## config.mk

```make
export PLATFORM = sky130hd
export DESIGN_NAME = cct_timer
export DESIGN_NICKNAME = d
export VERILOG_FILES = /design/src/pkg/cct_pkg.sv /design/src/pkg/cct_chan_if.sv /design/src/logic/cct_chan.sv /design/src/logic/cct_timer.sv
export VERILOG_INCLUDE_DIRS = /design/src /design/src/pkg
export SDC_FILE = /design/constraint.sdc
export NUM_CORES = 1
export LEC_CHECK = 0
export ABC_AREA = 0
export BUFFER_PORTS_ARGS = -buffer_cell sky130_fd_sc_hd__buf_2
export CAP_MARGIN = 5
export CELL_PAD_IN_SITES_DETAIL_PLACEMENT = 0
export CELL_PAD_IN_SITES_GLOBAL_PLACEMENT = 1
export CORE_MARGIN = 2
export CORE_UTILIZATION = 35
export CTS_CLUSTER_SIZE = 8
export DETAILED_ROUTE_END_ITERATION = 8
export PLACE_DENSITY = 0.82
export SLEW_MARGIN = 10
export SYNTH_ARGS = -nofsm -noshare
export SYNTH_HDL_FRONTEND = slang
export SYNTH_SLANG_ARGS = --single-unit
```

## constraint.sdc

```tcl
create_clock -name CLK_SYS_I -period 2.1 [get_ports CLK_SYS_I]
set_input_delay 0.21 -clock CLK_SYS_I [delete_from_list [all_inputs] [get_ports CLK_SYS_I]]
set_output_delay 0.21 -clock CLK_SYS_I [all_outputs]
set_load 0.01 [all_outputs]
```

## src/pkg/cct_cfg.svh

```systemverilog
/*
  Constants for the two-channel capture/compare timer: field positions,
  reset values and prescale taps. Assumes inclusion by bare name.
*/
`ifndef CCT_CFG_SVH
`define CCT_CFG_SVH
`define CCT_CNT_W 16
`define CCT_CNT_RST 16'h0000
`define CCT_MOD_RST 16'hFFFF
`define CCT_VAL_RST 16'h0000
`define CCT_PS_W 3
`define CCT_PS_EXT 3'h7
`define CCT_CTL_W 8
// Channel control field positions
`define CCT_CTL_IE 6
`define CCT_CTL_MSB 5
`define CCT_CTL_MSA 4
`define CCT_CTL_ELSB 3
`define CCT_CTL_ELSA 2
`define CCT_CTL_TOV 1
`define CCT_CTL_MAX 0
`endif

```

## src/pkg/cct_pkg.sv

```systemverilog
/*
  Types for the capture/compare timer. Assumes cct_cfg.svh is available.
*/
package cct_pkg;
  typedef logic [15:0] cct_cnt_t;
  typedef enum logic [1:0] {CCT_ACT_NONE, CCT_ACT_TOGGLE, CCT_ACT_CLEAR, CCT_ACT_SET} cct_act_e;
  typedef enum logic {CCT_SET0, CCT_SET1} cct_bank_e;
endpackage

```

## src/pkg/cct_chan_if.sv

```systemverilog
/*
  Signals between the timer core and one channel unit.
  Assumes one clock shared by both ends.
*/
`timescale 1ns/1ns
interface cct_chan_if;
  logic tick;
  logic ovf;
  logic [15:0] cnt;
  logic [7:0] ctl;
  logic [15:0] cmp_val;
  logic pin_sync;
  logic cap_hit;
  logic cmp_hit;
  logic pin_out;
  modport core (output tick, output ovf, output cnt, output ctl, output cmp_val, output pin_sync,
    input cap_hit, input cmp_hit, input pin_out);
  modport chan (input tick, input ovf, input cnt, input ctl, input cmp_val, input pin_sync,
    output cap_hit, output cmp_hit, output pin_out);
endinterface

```

## src/logic/cct_chan.sv

```systemverilog
/*
  One timer channel: edge detect for capture, compare match and pin action.
  Assumes a synchronised pin level and a counter tick pulse from the core.
*/
`timescale 1ns/1ns
`include "cct_cfg.svh"
module cct_chan (
  input wire logic clk_i,
  input wire logic rst_i,
  cct_chan_if.chan ch
);
  logic pin_prev_ff;
  logic out_ff;
  logic is_cap;
  logic rise;
  logic fall;
  logic hit;
  assign is_cap = ~ch.ctl[`CCT_CTL_MSB] & ~ch.ctl[`CCT_CTL_MSA];
  assign rise = ch.pin_sync & ~pin_prev_ff;
  assign fall = ~ch.pin_sync & pin_prev_ff;
  // Capture edge select: ELSB:ELSA 01 rise, 10 fall, 11 either
  assign ch.cap_hit = is_cap & ((ch.ctl[`CCT_CTL_ELSA] & rise) | (ch.ctl[`CCT_CTL_ELSB] & fall));
  assign hit = ~is_cap & ch.tick & (ch.cnt == ch.cmp_val);
  assign ch.cmp_hit = hit;
  assign ch.pin_out = out_ff;

  always_ff @(posedge clk_i) begin
    if (rst_i) begin
      pin_prev_ff <= 1'b0;
    end else begin
      pin_prev_ff <= ch.pin_sync;
    end
  end

  always_ff @(posedge clk_i) begin
    if (rst_i) begin
      out_ff <= 1'b0;
    end else if (!is_cap) begin
      // Overflow toggle wins over a compare in the same cycle; MAX set blocks the compare action
      if (ch.ovf && ch.ctl[`CCT_CTL_TOV]) begin
        out_ff <= ~out_ff;
      end else if (hit && !ch.ctl[`CCT_CTL_MAX]) begin
        unique case ({ch.ctl[`CCT_CTL_ELSB], ch.ctl[`CCT_CTL_ELSA]})
          2'b01: out_ff <= ~out_ff;
          2'b10: out_ff <= 1'b0;
          2'b11: out_ff <= 1'b1;
          2'b00: out_ff <= out_ff;
        endcase
      end
    end
  end
endmodule

```

## src/logic/cct_timer.sv

```systemverilog
/*
  Two-channel capture/compare timer with 16-bit modulo up-counter,
  prescaler, buffered compare link and per-channel flags.
  Assumes software drives plain control ports on the system clock; pins
  and the external clock are asynchronous and synchronised here.
*/
// Functional notes
// - Sixteen-bit up-counter, free-running or modulo.
// - Counter reads never disturb counting.
// - Each channel is capture or compare.
// - Seven bus prescale taps or external clock.
// - Active edge copies counter into channel value.
// - Capture event can request channel interrupt.
// - Compare match sets, clears or toggles pin.
// - Optional pin toggle on every overflow.
// - Separate stop and counter/prescaler reset controls.
// - Unbuffered compare value replaces immediately.
// - Link bit joins channels onto channel 0 pin.
// - Linked: set 0 first, then last written.
// - Linked: channel 0 control governs, pin 1 freed.
// - Overflow flag at modulo; interrupt when enabled.
// - Channel flag per event; interrupt when enabled.
// - Link bit wins over unbuffered bit.
`timescale 1ns/1ns
`include "cct_cfg.svh"
module cct_timer (
  input wire logic CLK_SYS_I,
  input wire logic RST_I,
  input wire logic STOP_I,
  input wire logic CNT_RESET_I,
  input wire logic [2:0] PRESCALE_SELECT_I,
  input wire logic OVERFLOW_IRQ_ENABLE_I,
  input wire logic OVERFLOW_FLAG_CLR_I,
  input wire logic [15:0] COUNTER_MODULO_I,
  input wire logic [7:0] CHAN0_CONTROL_I,
  input wire logic [7:0] CHAN1_CONTROL_I,
  input wire logic [1:0] CHAN_FLAG_CLR_I,
  input wire logic [1:0] CHAN_VALUE_WR_I,
  input wire logic [15:0] CHAN_VALUE_WDATA_I,
  input wire logic EXT_TIMER_CLOCK_PIN_I,
  input wire logic CHAN0_PIN_I,
  input wire logic CHAN1_PIN_I,
  output logic [15:0] COUNTER_O,
  output logic [15:0] CHAN0_VALUE_O,
  output logic [15:0] CHAN1_VALUE_O,
  output logic OVERFLOW_FLAG_O,
  output logic [1:0] CHANNEL_EVENT_FLAG_O,
  output logic OVERFLOW_IRQ_O,
  output logic [1:0] CHAN_IRQ_O,
  output logic CHAN0_PIN_O,
  output logic CHAN0_PIN_OE_O,
  output logic CHAN1_PIN_O,
  output logic CHAN1_PIN_OE_O,
  output logic ACTIVE_SET_O
);
  cct_chan_if ch0 ();
  cct_chan_if ch1 ();

  logic [15:0] cnt_ff;
  logic [6:0] pre_ff;
  logic [2:0] ext_sync_ff;
  logic ext_prev_ff;
  logic [2:0] p0_sync_ff;
  logic [2:0] p1_sync_ff;
  logic p0_ff;
  logic p1_ff;
  logic [15:0] val0_ff;
  logic [15:0] val1_ff;
  logic ovf_flag_ff;
  logic [1:0] ch_flag_ff;
  logic ovf_irq_ff;
  logic [1:0] ch_irq_ff;
  logic p0_out_ff;
  logic p0_oe_ff;
  logic p1_out_ff;
  logic p1_oe_ff;
  cct_pkg::cct_bank_e act_ff;
  cct_pkg::cct_bank_e last_wr_ff;
  logic tick;
  logic ovf;
  logic linked;
  logic [7:0] ctl1_eff;
  logic [1:0] ev;

  // Prescaler: tap n ticks once every 2^n bus clocks
  logic [6:0] pre_nxt;
  assign pre_nxt = pre_ff + 7'h01;
  always_comb begin
    tick = 1'b0;
    if (!STOP_I && !CNT_RESET_I) begin
      if (PRESCALE_SELECT_I == `CCT_PS_EXT) begin
        // Third and second stage agree on a rising level
        tick = ext_sync_ff[2] & ext_sync_ff[1] & ~ext_prev_ff;
      end else if (PRESCALE_SELECT_I == 3'h0) begin
        tick = 1'b1;
      end else begin
        tick = (pre_ff & ((7'h01 << PRESCALE_SELECT_I) - 7'h01)) == ((7'h01 << PRESCALE_SELECT_I) - 7'h01);
      end
    end
  end
  assign ovf = tick & (cnt_ff == COUNTER_MODULO_I);

  always_ff @(posedge CLK_SYS_I) begin
    if (RST_I || CNT_RESET_I) begin
      pre_ff <= 7'h00;
    end else if (!STOP_I) begin
      pre_ff <= pre_nxt;
    end
  end

  always_ff @(posedge CLK_SYS_I) begin
    if (RST_I) begin
      ext_sync_ff <= 3'h0;
      ext_prev_ff <= 1'b0;
      p0_sync_ff <= 3'h0;
      p1_sync_ff <= 3'h0;
      p0_ff <= 1'b0;
      p1_ff <= 1'b0;
    end else begin
      ext_sync_ff <= {ext_sync_ff[1:0], EXT_TIMER_CLOCK_PIN_I};
      if (ext_sync_ff[2] == ext_sync_ff[1]) ext_prev_ff <= ext_sync_ff[2];
      p0_sync_ff <= {p0_sync_ff[1:0], CHAN0_PIN_I};
      p1_sync_ff <= {p1_sync_ff[1:0], CHAN1_PIN_I};
      if (p0_sync_ff[2] == p0_sync_ff[1]) p0_ff <= p0_sync_ff[2];
      if (p1_sync_ff[2] == p1_sync_ff[1]) p1_ff <= p1_sync_ff[2];
    end
  end

  // Counter register is only read out, so observation cannot disturb it
  always_ff @(posedge CLK_SYS_I) begin
    if (RST_I || CNT_RESET_I) begin
      cnt_ff <= `CCT_CNT_RST;
    end else if (ovf) begin
      cnt_ff <= `CCT_CNT_RST;
    end else if (tick) begin
      cnt_ff <= cnt_ff + 16'h0001;
    end
  end
  assign COUNTER_O = cnt_ff;

  // Link bit alone decides linking, regardless of unbuffered bit
  assign linked = CHAN0_CONTROL_I[`CCT_CTL_MSB];
  assign ctl1_eff = linked ? 8'h00 : CHAN1_CONTROL_I;

  always_ff @(posedge CLK_SYS_I) begin
    if (RST_I) begin
      act_ff <= cct_pkg::CCT_SET0;
      last_wr_ff <= cct_pkg::CCT_SET0;
    end else begin
      if (CHAN_VALUE_WR_I[1]) last_wr_ff <= cct_pkg::CCT_SET1;
      else if (CHAN_VALUE_WR_I[0]) last_wr_ff <= cct_pkg::CCT_SET0;
      if (!linked) begin
        act_ff <= cct_pkg::CCT_SET0;
      end else if (ovf) begin
        act_ff <= last_wr_ff;
      end
    end
  end

  assign ch0.tick = tick;
  assign ch0.ovf = ovf;
  assign ch0.cnt = cnt_ff;
  assign ch0.ctl = CHAN0_CONTROL_I;
  assign ch0.cmp_val = (linked && act_ff == cct_pkg::CCT_SET1) ? val1_ff : val0_ff;
  assign ch0.pin_sync = p0_ff;
  assign ch1.tick = tick;
  assign ch1.ovf = ovf;
  assign ch1.cnt = cnt_ff;
  assign ch1.ctl = ctl1_eff;
  assign ch1.cmp_val = val1_ff;
  assign ch1.pin_sync = p1_ff;

  cct_chan u_ch0 (
    .clk_i(CLK_SYS_I),
    .rst_i(RST_I),
    .ch(ch0)
  );
  cct_chan u_ch1 (
    .clk_i(CLK_SYS_I),
    .rst_i(RST_I),
    .ch(ch1)
  );

  // Capture wins over a software write in the same cycle
  always_ff @(posedge CLK_SYS_I) begin
    if (RST_I) begin
      val0_ff <= `CCT_VAL_RST;
      val1_ff <= `CCT_VAL_RST;
    end else begin
      if (ch0.cap_hit) val0_ff <= cnt_ff;
      else if (CHAN_VALUE_WR_I[0]) val0_ff <= CHAN_VALUE_WDATA_I;
      if (ch1.cap_hit && !linked) val1_ff <= cnt_ff;
      else if (CHAN_VALUE_WR_I[1]) val1_ff <= CHAN_VALUE_WDATA_I;
    end
  end

  assign ev = {ch1.cap_hit | ch1.cmp_hit, ch0.cap_hit | ch0.cmp_hit};

  // Set wins over clear for every flag
  always_ff @(posedge CLK_SYS_I) begin
    if (RST_I) begin
      ovf_flag_ff <= 1'b0;
      ch_flag_ff <= 2'b00;
    end else begin
      ovf_flag_ff <= ovf | (ovf_flag_ff & ~OVERFLOW_FLAG_CLR_I);
      ch_flag_ff <= ev | (ch_flag_ff & ~CHAN_FLAG_CLR_I);
    end
  end

  always_ff @(posedge CLK_SYS_I) begin
    if (RST_I) begin
      ovf_irq_ff <= 1'b0;
      ch_irq_ff <= 2'b00;
    end else begin
      ovf_irq_ff <= OVERFLOW_IRQ_ENABLE_I & (ovf | (ovf_flag_ff & ~OVERFLOW_FLAG_CLR_I));
      ch_irq_ff[0] <= CHAN0_CONTROL_I[`CCT_CTL_IE] & (ev[0] | (ch_flag_ff[0] & ~CHAN_FLAG_CLR_I[0]));
      ch_irq_ff[1] <= ctl1_eff[`CCT_CTL_IE] & (ev[1] | (ch_flag_ff[1] & ~CHAN_FLAG_CLR_I[1]));
    end
  end

  // Pins drive only in compare mode; channel 1 released when linked
  always_ff @(posedge CLK_SYS_I) begin
    if (RST_I) begin
      p0_out_ff <= 1'b0;
      p0_oe_ff <= 1'b0;
      p1_out_ff <= 1'b0;
      p1_oe_ff <= 1'b0;
    end else begin
      p0_out_ff <= ch0.pin_out;
      p0_oe_ff <= CHAN0_CONTROL_I[`CCT_CTL_MSB] | CHAN0_CONTROL_I[`CCT_CTL_MSA];
      p1_out_ff <= ch1.pin_out;
      p1_oe_ff <= ~linked & (ctl1_eff[`CCT_CTL_MSB] | ctl1_eff[`CCT_CTL_MSA]);
    end
  end

  assign CHAN0_VALUE_O = val0_ff;
  assign CHAN1_VALUE_O = val1_ff;
  assign OVERFLOW_FLAG_O = ovf_flag_ff;
  assign CHANNEL_EVENT_FLAG_O = ch_flag_ff;
  assign OVERFLOW_IRQ_O = ovf_irq_ff;
  assign CHAN_IRQ_O = ch_irq_ff;
  assign CHAN0_PIN_O = p0_out_ff;
  assign CHAN0_PIN_OE_O = p0_oe_ff;
  assign CHAN1_PIN_O = p1_out_ff;
  assign CHAN1_PIN_OE_O = p1_oe_ff;
  assign ACTIVE_SET_O = act_ff;
endmodule

```

== Word level (Yosys, flattened, before mapping) ==
Cells that the tools add are included.

* Order comparisons: 0
* Reduce and logical (&&, ||, !) cells: 25
* Eq/ne operators: 16
* $mul: 0
* Shift operators: 1
* $add $sub $neg: 3
* Bitwise operators: 55
* Divide/modulo/power cells: 0
* Mux-type cells: 17

{| class="wikitable"
|+ Operators with widths
! cell !! number
|-
| 16-bit 2-to-1 mux || 5
|-
| 16-bit == test || 3
|-
| 1-bit AND || 26
|-
| 16-bit by 1-bit adder with 16-bit output, second input constant || 1
|-
| 1-bit NOT || 16
|-
| 2-bit nonzero test || 5
|-
| 1-bit 2-to-1 mux || 9
|-
| 1-bit bitwise OR || 9
|-
| 2-bit == test, second input constant || 4
|-
| 7-bit by 1-bit adder with 7-bit output, second input constant || 1
|-
| 7-bit AND || 1
|-
| 7-bit == test || 1
|-
| 1-bit logical AND || 7
|-
| 7-bit 2-to-1 mux || 1
|-
| 1-bit by 3-bit << shifter with 7-bit output, first input constant || 1
|-
| 7-bit by 1-bit subtractor with 7-bit output, second input constant || 1
|-
| 1-bit case mux with 3 select lines || 2
|-
| 3-bit AND reduction || 2
|-
| 1-bit zero test || 5
|-
| 2-bit by 1-bit == test with 1-bit output, second input constant || 2
|-
| 2-bit zero test || 2
|-
| 2-bit by 1-bit inequality test with 1-bit output, second input constant || 2
|-
| 2-bit OR reduction || 2
|-
| 1-bit == test || 3
|-
| 6 further kinds || 6
|}

* Word-level logic and storage cells: 141
* Output and inout port bits: 59
* Latch bits: 0
* Memories kept: 0
* ROM bits: 0
* Bits in registers: 83
* RAM bits: 0

== Depth between registers and ports, before layout ==
Gate-level depths: netlist of the first run.

* Word-level depth: 12
* Mapped depth: 13
* Mapped depth without buffers: 10

== Cells and area by module ==
A second synthesis of the first run with hierarchy kept.

* Cell total of the unflattened synthesis: 522
* Area, all modules: 4566.9 um2

{| class="wikitable"
|+ Modules (own cells, without submodules)
! module !! times used !! cells each !! seq. area each (um2) !! area an instance (um2)
|-
| cct_timer || 1 || 428 || 1581.5 || 3778.6
|-
| cct_chan || 2 || 47 || 40.0 || 394.1
|}

== Worst setup path after synthesis of the first run ==
Ideal clock, no wire load.

* Kind: reg-to-reg
* Start point: register cnt_ff[3] (netlist: COUNTER_O[3])
* End point: register u_ch0.out_ff (netlist: u_ch0.ch.pin_out)
* Data arrival time: 1909 ps
* Slack: 77 ps
* Period minus slack after synthesis: 2023 ps
* Cell stages (with the launch flop): 9
* Path through: dfxtp_1 > clkbuf_1 > xnor2_1 > nand4_1 > nor4_2 > o2111ai_1 > o21ai_0 > o22ai_1 > a21o_1

* Cells in the longest elaborated chain, start to end: 5
* Elaborated cells on any way between the ends: 10
* Classes of those cells: eq/ne (3); mux (1); bitwise (2); reduce/logical (4)

{| class="wikitable"
|+ RTL lines
! what !! line !! source
|-
| from (decl) || cct_timer.sv:59 || <nowiki>logic [15:0] cnt_ff;</nowiki>
|-
| from (signal assigned) || cct_timer.sv:132 || <nowiki>cnt_ff <= `CCT_CNT_RST;</nowiki>
|-
| from (signal assigned) || cct_timer.sv:134 || <nowiki>cnt_ff <= `CCT_CNT_RST;</nowiki>
|-
| from (signal assigned) || cct_timer.sv:136 || <nowiki>cnt_ff <= cnt_ff + 16'h0001;</nowiki>
|-
| 16-bit == test, on equally long branches || cct_timer.sv:101, cct_chan.sv:23 ||
|-
| 1-bit AND, on equally long branches || cct_timer.sv:101, cct_chan.sv:23 ||
|-
| 1-bit logical AND, on equally long branches || cct_chan.sv:40, cct_chan.sv:42 ||
|-
| 2-bit by 1-bit inequality test with 1-bit output (no line) / 2-bit nonzero test (equally long branches) || -- ||
|-
| 3-bit AND reduction (no line) || -- ||
|-
| to (signal assigned) || cct_chan.sv:41 || <nowiki>out_ff <= ~out_ff;</nowiki>
|-
| to (signal assigned) || cct_chan.sv:44 || <nowiki>2'b01: out_ff <= ~out_ff;</nowiki>
|-
| to (signal assigned) || cct_chan.sv:47 || <nowiki>2'b00: out_ff <= out_ff;</nowiki>
|-
| to (decl) || cct_chan.sv:13 || <nowiki>logic out_ff;</nowiki>
|}

Several ways; a longest one is shown, not always the timed one.
A chain may end at the register's enable or synchronous reset.

== Worst setup path in the final report of the first run ==
* Start point: register cnt_ff[7] (netlist: COUNTER_O[7])
* End point: register u_ch1.out_ff (netlist: u_ch1.ch.pin_out)

* Cells in the longest elaborated chain, start to end: 5
* Elaborated cells on any way between the ends: 10
* Classes of those cells: eq/ne (3); mux (1); bitwise (2); reduce/logical (4)

{| class="wikitable"
|+ RTL lines
! what !! line
|-
| 16-bit == test, on equally long branches || cct_timer.sv:101, cct_chan.sv:23
|-
| 1-bit AND, on equally long branches || cct_timer.sv:101, cct_chan.sv:23
|-
| 1-bit logical AND, on equally long branches || cct_chan.sv:40, cct_chan.sv:42
|-
| 2-bit by 1-bit inequality test with 1-bit output (no line) / 2-bit nonzero test (equally long branches) || --
|-
| 3-bit AND reduction (no line) || --
|-
| to (signal assigned) || cct_chan.sv:41
|-
| to (signal assigned) || cct_chan.sv:44
|-
| to (signal assigned) || cct_chan.sv:47
|-
| to (decl) || cct_chan.sv:13
|}

Several ways; a longest one is shown, not always the timed one.

==> qor.txt, run 1 <==
Worst Setup End Kind -> register
Die Y -> 115.7 um
Worst skew pair latency -> 0.34 ns
PwrDens -> 645.4 mW/mm^2
Final min period -> 2.046 ns
Initial DRC count -> 245
Slew Viols, Final -> 0
Die width -> 115.7 um
Worst Max-Slew Pin Slew -> 0.6275 ns
Library cells used by synthesis -> 56
Core ar. -> 0.01211 sq mm
Detailed Route WL -> 13,070 um
Root buffer cell -> clkbuf_16
Largest net degree at the start of global routing -> 58
Clock sink count -> 83
Most used DFF post-synth -> dfxtp_1
ANT nets after route -> 0
Pre-antenna DRT Iters -> 4
Seq cells post-synth -> 83
RSZ-0062 raised after global routing -> yes
Num CTS Buffers -> 9
Vias/cell -> 5.016
CTS clock-pin slew for the worst setup and hold paths -> 0.07 ns
Hold Fails Final Rpt -> 0
Outcome -> completed
Hpwl dp -> 9613 um
CP arrival -> 2.32 ns
Pre-CTS setup slack -> -0.1178 ns
CP startpoint kind -> register
Total gr overflow -> 0
Layout area overhead -> 32.13%
Peak supply drop -> 0.3686 mV
Yosys warns -> 0
Via count -> 4,113
Avg Cell Area, Syn -> 8.601 sq um
# rows -> 40
Top-area cell type share of the netlist area -> 38.03%
# DRC -> 0
Vias in the first global route -> 3,921
Leading area contributor after synthesis -> dfxtp_1
Mapped Nets -> 576
GR Util All Layers -> 19.50%
Initial Util -> 36.07%
Crit Path Max Fanout -> 3
CTS HTree Levels -> 3
CP startpoint -> COUNTER_O[7]
Wire per inst -> 15.94 um
Port bufs -> 120
Clock skew -> 0.008024 ns
Relative slew slack -> 58.17%
Ys async rst share -> 0%
Synth cell count leaders -> nor2_1 (86), dfxtp_1 (83), mux2i_1 (38), xor2_1 (36), xnor2_1 (30)
FF-to-FF End -> u_ch1.ch.pin_out
Area of the die -> 0.01339 sq mm
Final setup vio count -> 0
Main area contributors after synthesis -> dfxtp_1 (38%), mux2i_1 (8.7%), nor2_1 (7.4%)
# diodes -> 0
EDFF count, synth -> 0
Path category of the worst min-delay check -> input pin to register
Crit share post-route -> 97.44%
Register area share after synthesis -> 38.03%
Post-cts hold buffer count -> 0
Tot Pwr -> 0.003726 W
Crit Reg-Reg Startpoint -> COUNTER_O[7]
R2r setup slk -> 0.05 ns
CP Data Required Time -> 2.38 ns
Crit path capture -> u_ch1.ch.pin_out
Routability cong. -> 0.9135
Netlist Area Pre-Place -> 0.004369 sq mm
Worst Setup Slack, final -> 0.05375 ns
Count leader, synth -> nor2_1
Gate Count Post-Synth -> 508
Ports -> 123
Initial antenna violation count -> 1
Max Fclk -> 0.4887 GHz
Type of the worst setup path -> register to register
Leak pwr -> 2.767 nW
R2R cell count -> 9
CTS tree -> yes
Max-Cap Viols -> 0
Layout net count -> 715
Share of layout cells above drive strength 1 -> 32.67%
Max Root-Sink Buffers -> 2
First-pass GRT wire length -> 20,100 um
## cells in the final DEF, fill, tap and decap left out, types with 2 or more instances in the layout
cell,n
buf_2,120
nor2_1,86
dfxtp_1,75
buf_4,47
mux2i_1,38
xor2_1,35
xnor2_1,27
a21oi_1,24
nor2b_1,16
a211oi_1,16
nand2_1,14
nand4_1,14
nand3_1,13
inv_1,11
clkbuf_16,9
o21ai_0,8
and3_1,8
nor3_1,7
nor4_1,6
dfxtp_2,5
nand2b_1,5
and2_1,5
ha_1,4
dfxtp_4,3
xnor2_2,3
a31oi_1,2
o211ai_1,2
xor2_2,2
o22ai_1,2
nor4_2,2
nand3b_1,2
and3_2,2
and4_1,2
clkinvlp_4,2
clkinv_4,2
buf_6,2
## stage by stage
step / area, sq um / std cells / hold WS (ns) / util, % / TNS [ns]
floorplan: 4369 / 508 / 0.2936 / - / 0
global placement: 5346 / 802 / 0.4156 / 44.14 / -0.5876
detailed placement: 5346 / 802 / 0.4179 / 44.14 / -0.9176
CTS: 5699 / 818 / 0.06722 / 47.06 / 0
global route: 5773 / 820 / 0.07165 / 47.67 / -0.2222
finish: 5773 / 820 / 0.06724 / 47.67 / 0
## cell type report
class,count,area [sq um]
fill,1174,6339
clock inverter,7,76.32
tap,168,210.2
sequential,83,1679
inverter,11,41.29
clock buffer,9,225.2
timing repair buffer,170,996.0
multi-input combinational,372,2545
## report_power, final
part	internal, W	total, W	switching (W)
clock network	0.000927	0.00161	0.000680
registers	0.00162	0.00167	0.0000461
logic	0.000216	0.000452	0.000237
total	0.00276	0.00373	0.000963
## worst min-delay path by stage
| stage | slack, ns | from | cells after the start | endpoint |
|---|---|---|---|---|
| after global placement | 0.42 | OVERFLOW_IRQ_ENABLE_I | 2 | OVERFLOW_IRQ_O |
| after floorplan | 0.29 | RST_I | 1 | CHAN0_PIN_O |
| after global routing | 0.07 | OVERFLOW_IRQ_ENABLE_I | 2 | OVERFLOW_IRQ_O |
| after detailed placement | 0.42 | OVERFLOW_IRQ_ENABLE_I | 2 | OVERFLOW_IRQ_O |
| final | 0.07 | OVERFLOW_IRQ_ENABLE_I | 2 | OVERFLOW_IRQ_O |
| after CTS | 0.07 | OVERFLOW_IRQ_ENABLE_I | 2 | OVERFLOW_IRQ_O |
## sequential cells by signal, indices dropped and copies added (netlist names), 2 cells and up
signal,flops
pre_ff,7
p1_sync_ff,3
CHAN0_VALUE_O,16
CHAN_IRQ_O,2
ext_sync_ff,3
p0_sync_ff,3
COUNTER_O,16
CHAN1_VALUE_O,16
CHANNEL_EVENT_FLAG_O,2
## cells by family after synthesis
| group | Yosys count | share of synthesized area [%] |
|---|---|---|
| adders and majority gates | 4 | 1.146 |
| buffers and inverters | 53 | 5.670 |
| and+or+nand+nor | 192 | 22.08 |
| AOI/OAI and AO/OA | 71 | 10.77 |
| DFF | 83 | 38.03 |
| muxes | 38 | 8.706 |
| xor gates and xnor gates | 67 | 13.60 |
## critical path, stage by stage, from the launching register on
cell and delay, ns:
dfxtp_1 0.36, xnor2_1 0.13, nand4_1 0.24, nor4_4 0.37, buf_4 0.19, buf_4 0.11
and2_1 0.11, o211ai_1 0.09, a2111o_1 0.29, o21ai_1 0.07
## repair_timing
action                                  CTS  global route
resized for setup                        10            18
endpoints found under the setup margin   20            21
pin swaps                                 3             6
buffers inserted                          0             2
## layer usage
metal	vias to the layer above	part of all wire, %	track usage (%)
met5	-	0	0
met4	0	2.7	7.143
met3	31	6.1	4.864
met2	142	45	30.14
met1	1922	46	26.44
li1	2018	-	-
Note: power is estimated with default switching activity, not from simulation.
==> inputs of run 2 (changes only) <==
- ABC_AREA: 0 -> 1
- CORE_MARGIN: 2 -> not set
- CORE_UTILIZATION: 35 -> 34
==> run 2 against run 1 <==
  * Wire length rose by 20%
  * Final area rose by 9.1%
  * Combinational power rose by 8.0%
  * Setup slack improved by 0.14 ns
  * Critical path depth rose by 1
  * Fmax rose by 7.6%
  * Hold slack improved by 0.0012 ns
  * Register-to-register slack improved by 0.14 ns
  * Synthesized cell count rose by 55%
  * Sequential cell count did not move
  * Die area rose by 15%
  * Sequential share of layout area fell by 2.7 points
  * Largest power group unchanged
==> qor.txt, run 2 <==
Final TNS setup -> 0 ns
Max-Cap Viols -> 0
Initial Util -> 34.83%
Max Fclk -> 0.5258 GHz
Share of layout cells above drive strength 1 -> 21.11%
Simple-Gate Fraction of Synth Area -> 35.89%
Max Root-Sink Buffers -> 2
Top-area cell type share of the netlist area -> 32.82%
Crit share post-route -> 90.57%
Crit Reg-Reg Startpoint -> COUNTER_O[1]
Initial DRC count -> 217
Yosys warns -> 0
CTS tree -> yes
Final min period -> 1.902 ns
Avg Cell Area, Syn -> 6.416 sq um
# DRC -> 0
Util after Layout -> 43.35%
Synth Area in XOR/XNOR -> 5.882%
Crit Path Max Fanout -> 11
Library cells used by synthesis -> 40
Ports -> 123
Net Sw Frac -> 25.80%
Largest family of logic cells by synthesized area -> simple AND/OR/NAND/NOR gates
Gate Count Post-Synth -> 789
Main area contributors after synthesis -> dfxtp_1 (33%), nand2_1 (16%), nor2_1 (9.0%)
Worst skew pair latency -> 0.34 ns
Root buffer cell -> clkbuf_16
Hold_sp -> CHAN0_PIN_I
CTS clock-pin slew for the worst setup and hold paths -> 0.06 ns
EDFF count, synth -> 0
Hold Crit Endpoint -> p0_sync_ff[0]
RSZ-0062 raised after global routing -> no
Number of cells on the worst hold path -> 3
Path category of the worst min-delay check -> input pin to register
Net switching power -> 0.0009650 W
Global-route layer with the greatest usage -> met2
Netlist Area Pre-Place -> 0.005062 sq mm
Worst Setup End Kind -> register
Mapped Nets -> 857
Ys async rst share -> 0%
Clock skew -> 0.008861 ns
Leak pwr -> 3.020 nW
Largest net degree at the start of global routing -> 56
Final setup vio count -> 0
Most used DFF post-synth -> dfxtp_1
Hpwl dp -> 12,260 um
Type of the worst setup path -> register to register
Post-synthesis mux area share -> 0%
Layout net count -> 983
Num CTS Buffers -> 9
Peak supply drop -> 0.3027 mV
R2R cell count -> 10
Die Y -> 124.0 um
CP Data Required Time -> 2.35 ns
CTS HTree Levels -> 3
Detailed Route WL -> 15,640 um
Die width -> 124.0 um
# rows -> 44
First-pass GRT wire length -> 24,410 um
Int Power -> 0.002775 W
Via count -> 5,364
Commonest cells after routing, fill and taps aside -> nand2_1 (219), nor2_1 (121), buf_2 (120)
Relative slew slack -> 58.69%
CP startpoint kind -> register
Port bufs -> 120
Vias/cell -> 4.863
Met3 Usage GRT -> 3.480%
Clock sink count -> 83
GR Util All Layers -> 20.98%
CP startpoint -> COUNTER_O[1]
Clock power share -> 42.2%
Logic pwr share -> 13.0%
Total gr overflow -> 0
Post-cts hold buffer count -> 0
Layout area overhead -> 24.47%
Leading area contributor after synthesis -> dfxtp_1
Core ar. -> 0.01453 sq mm
Met2 Resource Use GR -> 32.26%
Worst Max-Slew Pin Slew -> 0.6196 ns
Commonest non-fill, non-tap cell in the layout -> nand2_1
Synth cell count leaders -> nand2_1 (219), nor2_1 (121), dfxtp_1 (83), inv_1 (78), nand3_1 (54)
Slew Viols, Final -> 0
Hold Fails Final Rpt -> 0
Register share of total power -> 44.7%
FF-to-FF End -> u_ch1.ch.pin_out
Register area share after synthesis -> 32.82%
M1 GR Usage -> 29.19%
Initial antenna violation count -> 0
Area of the die -> 0.01538 sq mm
Outcome -> completed
# diodes -> 0
Synth Area in Adders -> 0.9886%
PwrDens -> 593.6 mW/mm^2
Count leader, synth -> nand2_1
Seq cells post-synth -> 83
Wire per inst -> 14.18 um
Routability cong. -> 0.8818
Pre-antenna DRT Iters -> 5
Synth Area in Compound Gates -> 13.72%
Vias in the first global route -> 4,782
ANT nets after route -> 0
CP arrival -> 2.15 ns
R2r setup slk -> 0.20 ns
[run 2: per-layer routing]
layer | vias up | routed length, um
li1 | 2794 | -
met1 | 2397 | 7571
met2 | 155 | 6894
met3 | 18 | 901
met4 | 0 | 272
met5 | - | 0
[run 2: how the worst max path moves through the flow]
stage	endpoint	slack (ns)	cells past startpoint
after floorplan	COUNTER_O[9]	0.24	14
after global placement	COUNTER_O[13]	0.03	16
after detailed placement	COUNTER_O[13]	0.01	16
after CTS	u_ch0.ch.pin_out	0.16	10
after global routing	u_ch0.ch.pin_out	0.003	10
final	u_ch1.ch.pin_out	0.20	10
[run 2: kinds of logic after synthesis]
family | after synthesis
AO/OA/AOI/OAI | 111
XOR/XNOR | 34
adder cells (fa/ha/maj) | 4
buffers and inverters | 125
flip-flops | 83
AND/OR/NAND/NOR | 432
[run 2: cell type report]
cell class	instances	area (sq um)
timing repair buffer	158	935.9
fill	1607	8233
tap	184	230.2
multi-input combinational	581	2864
clock buffer	11	242.7
sequential	83	1664
clock inverter	4	51.30
inverter	82	312.8
[run 2: critical path: stages, from the launching register on]
cell	delay (ns)
dfxtp_1	0.64
xnor2_1	0.17
nand2_1	0.07
nor2_1	0.10
nand2_1	0.09
nor2_4	0.19
nand4_1	0.20
a21oi_1	0.17
nand3_1	0.07
nand2_1	0.06
inv_1	0.04
[run 2: stage by stage]
stage	instances	power, W	hold WS, ns	area [sq um]	worst slack [ns]
detailed placement	1088	0.002194	0.3974	6000	0.01367
CTS	1103	0.003771	0.06198	6294	0.1650
global placement	1088	0.002192	0.3898	6000	0.02681
global route	1103	0.003892	0.07573	6301	0.003465
finish	1103	0.003740	0.06847	6301	0.1981
floorplan	789	0.001990	0.3046	5062	0.2385
[run 2: repair_timing]
item | 4_1_cts | 5_1_grt
buffers inserted | 0 | 0
endpoints found under the setup margin | 0 | 3
gates resized for setup | 0 | 3
endpoints found under the hold margin | 0 | 0
[run 2: power groups by stage]
stage / combinational (W) / sequential, W / clock, W
final: 0.000488 / 0.00167 / 0.00158
after detailed placement: 0.000488 / 0.00171 / 0
after floorplan: 0.000281 / 0.00171 / 0
after global routing: 0.000554 / 0.00168 / 0.00166
after CTS: 0.000490 / 0.00167 / 0.00161
after global placement: 0.000485 / 0.00171 / 0
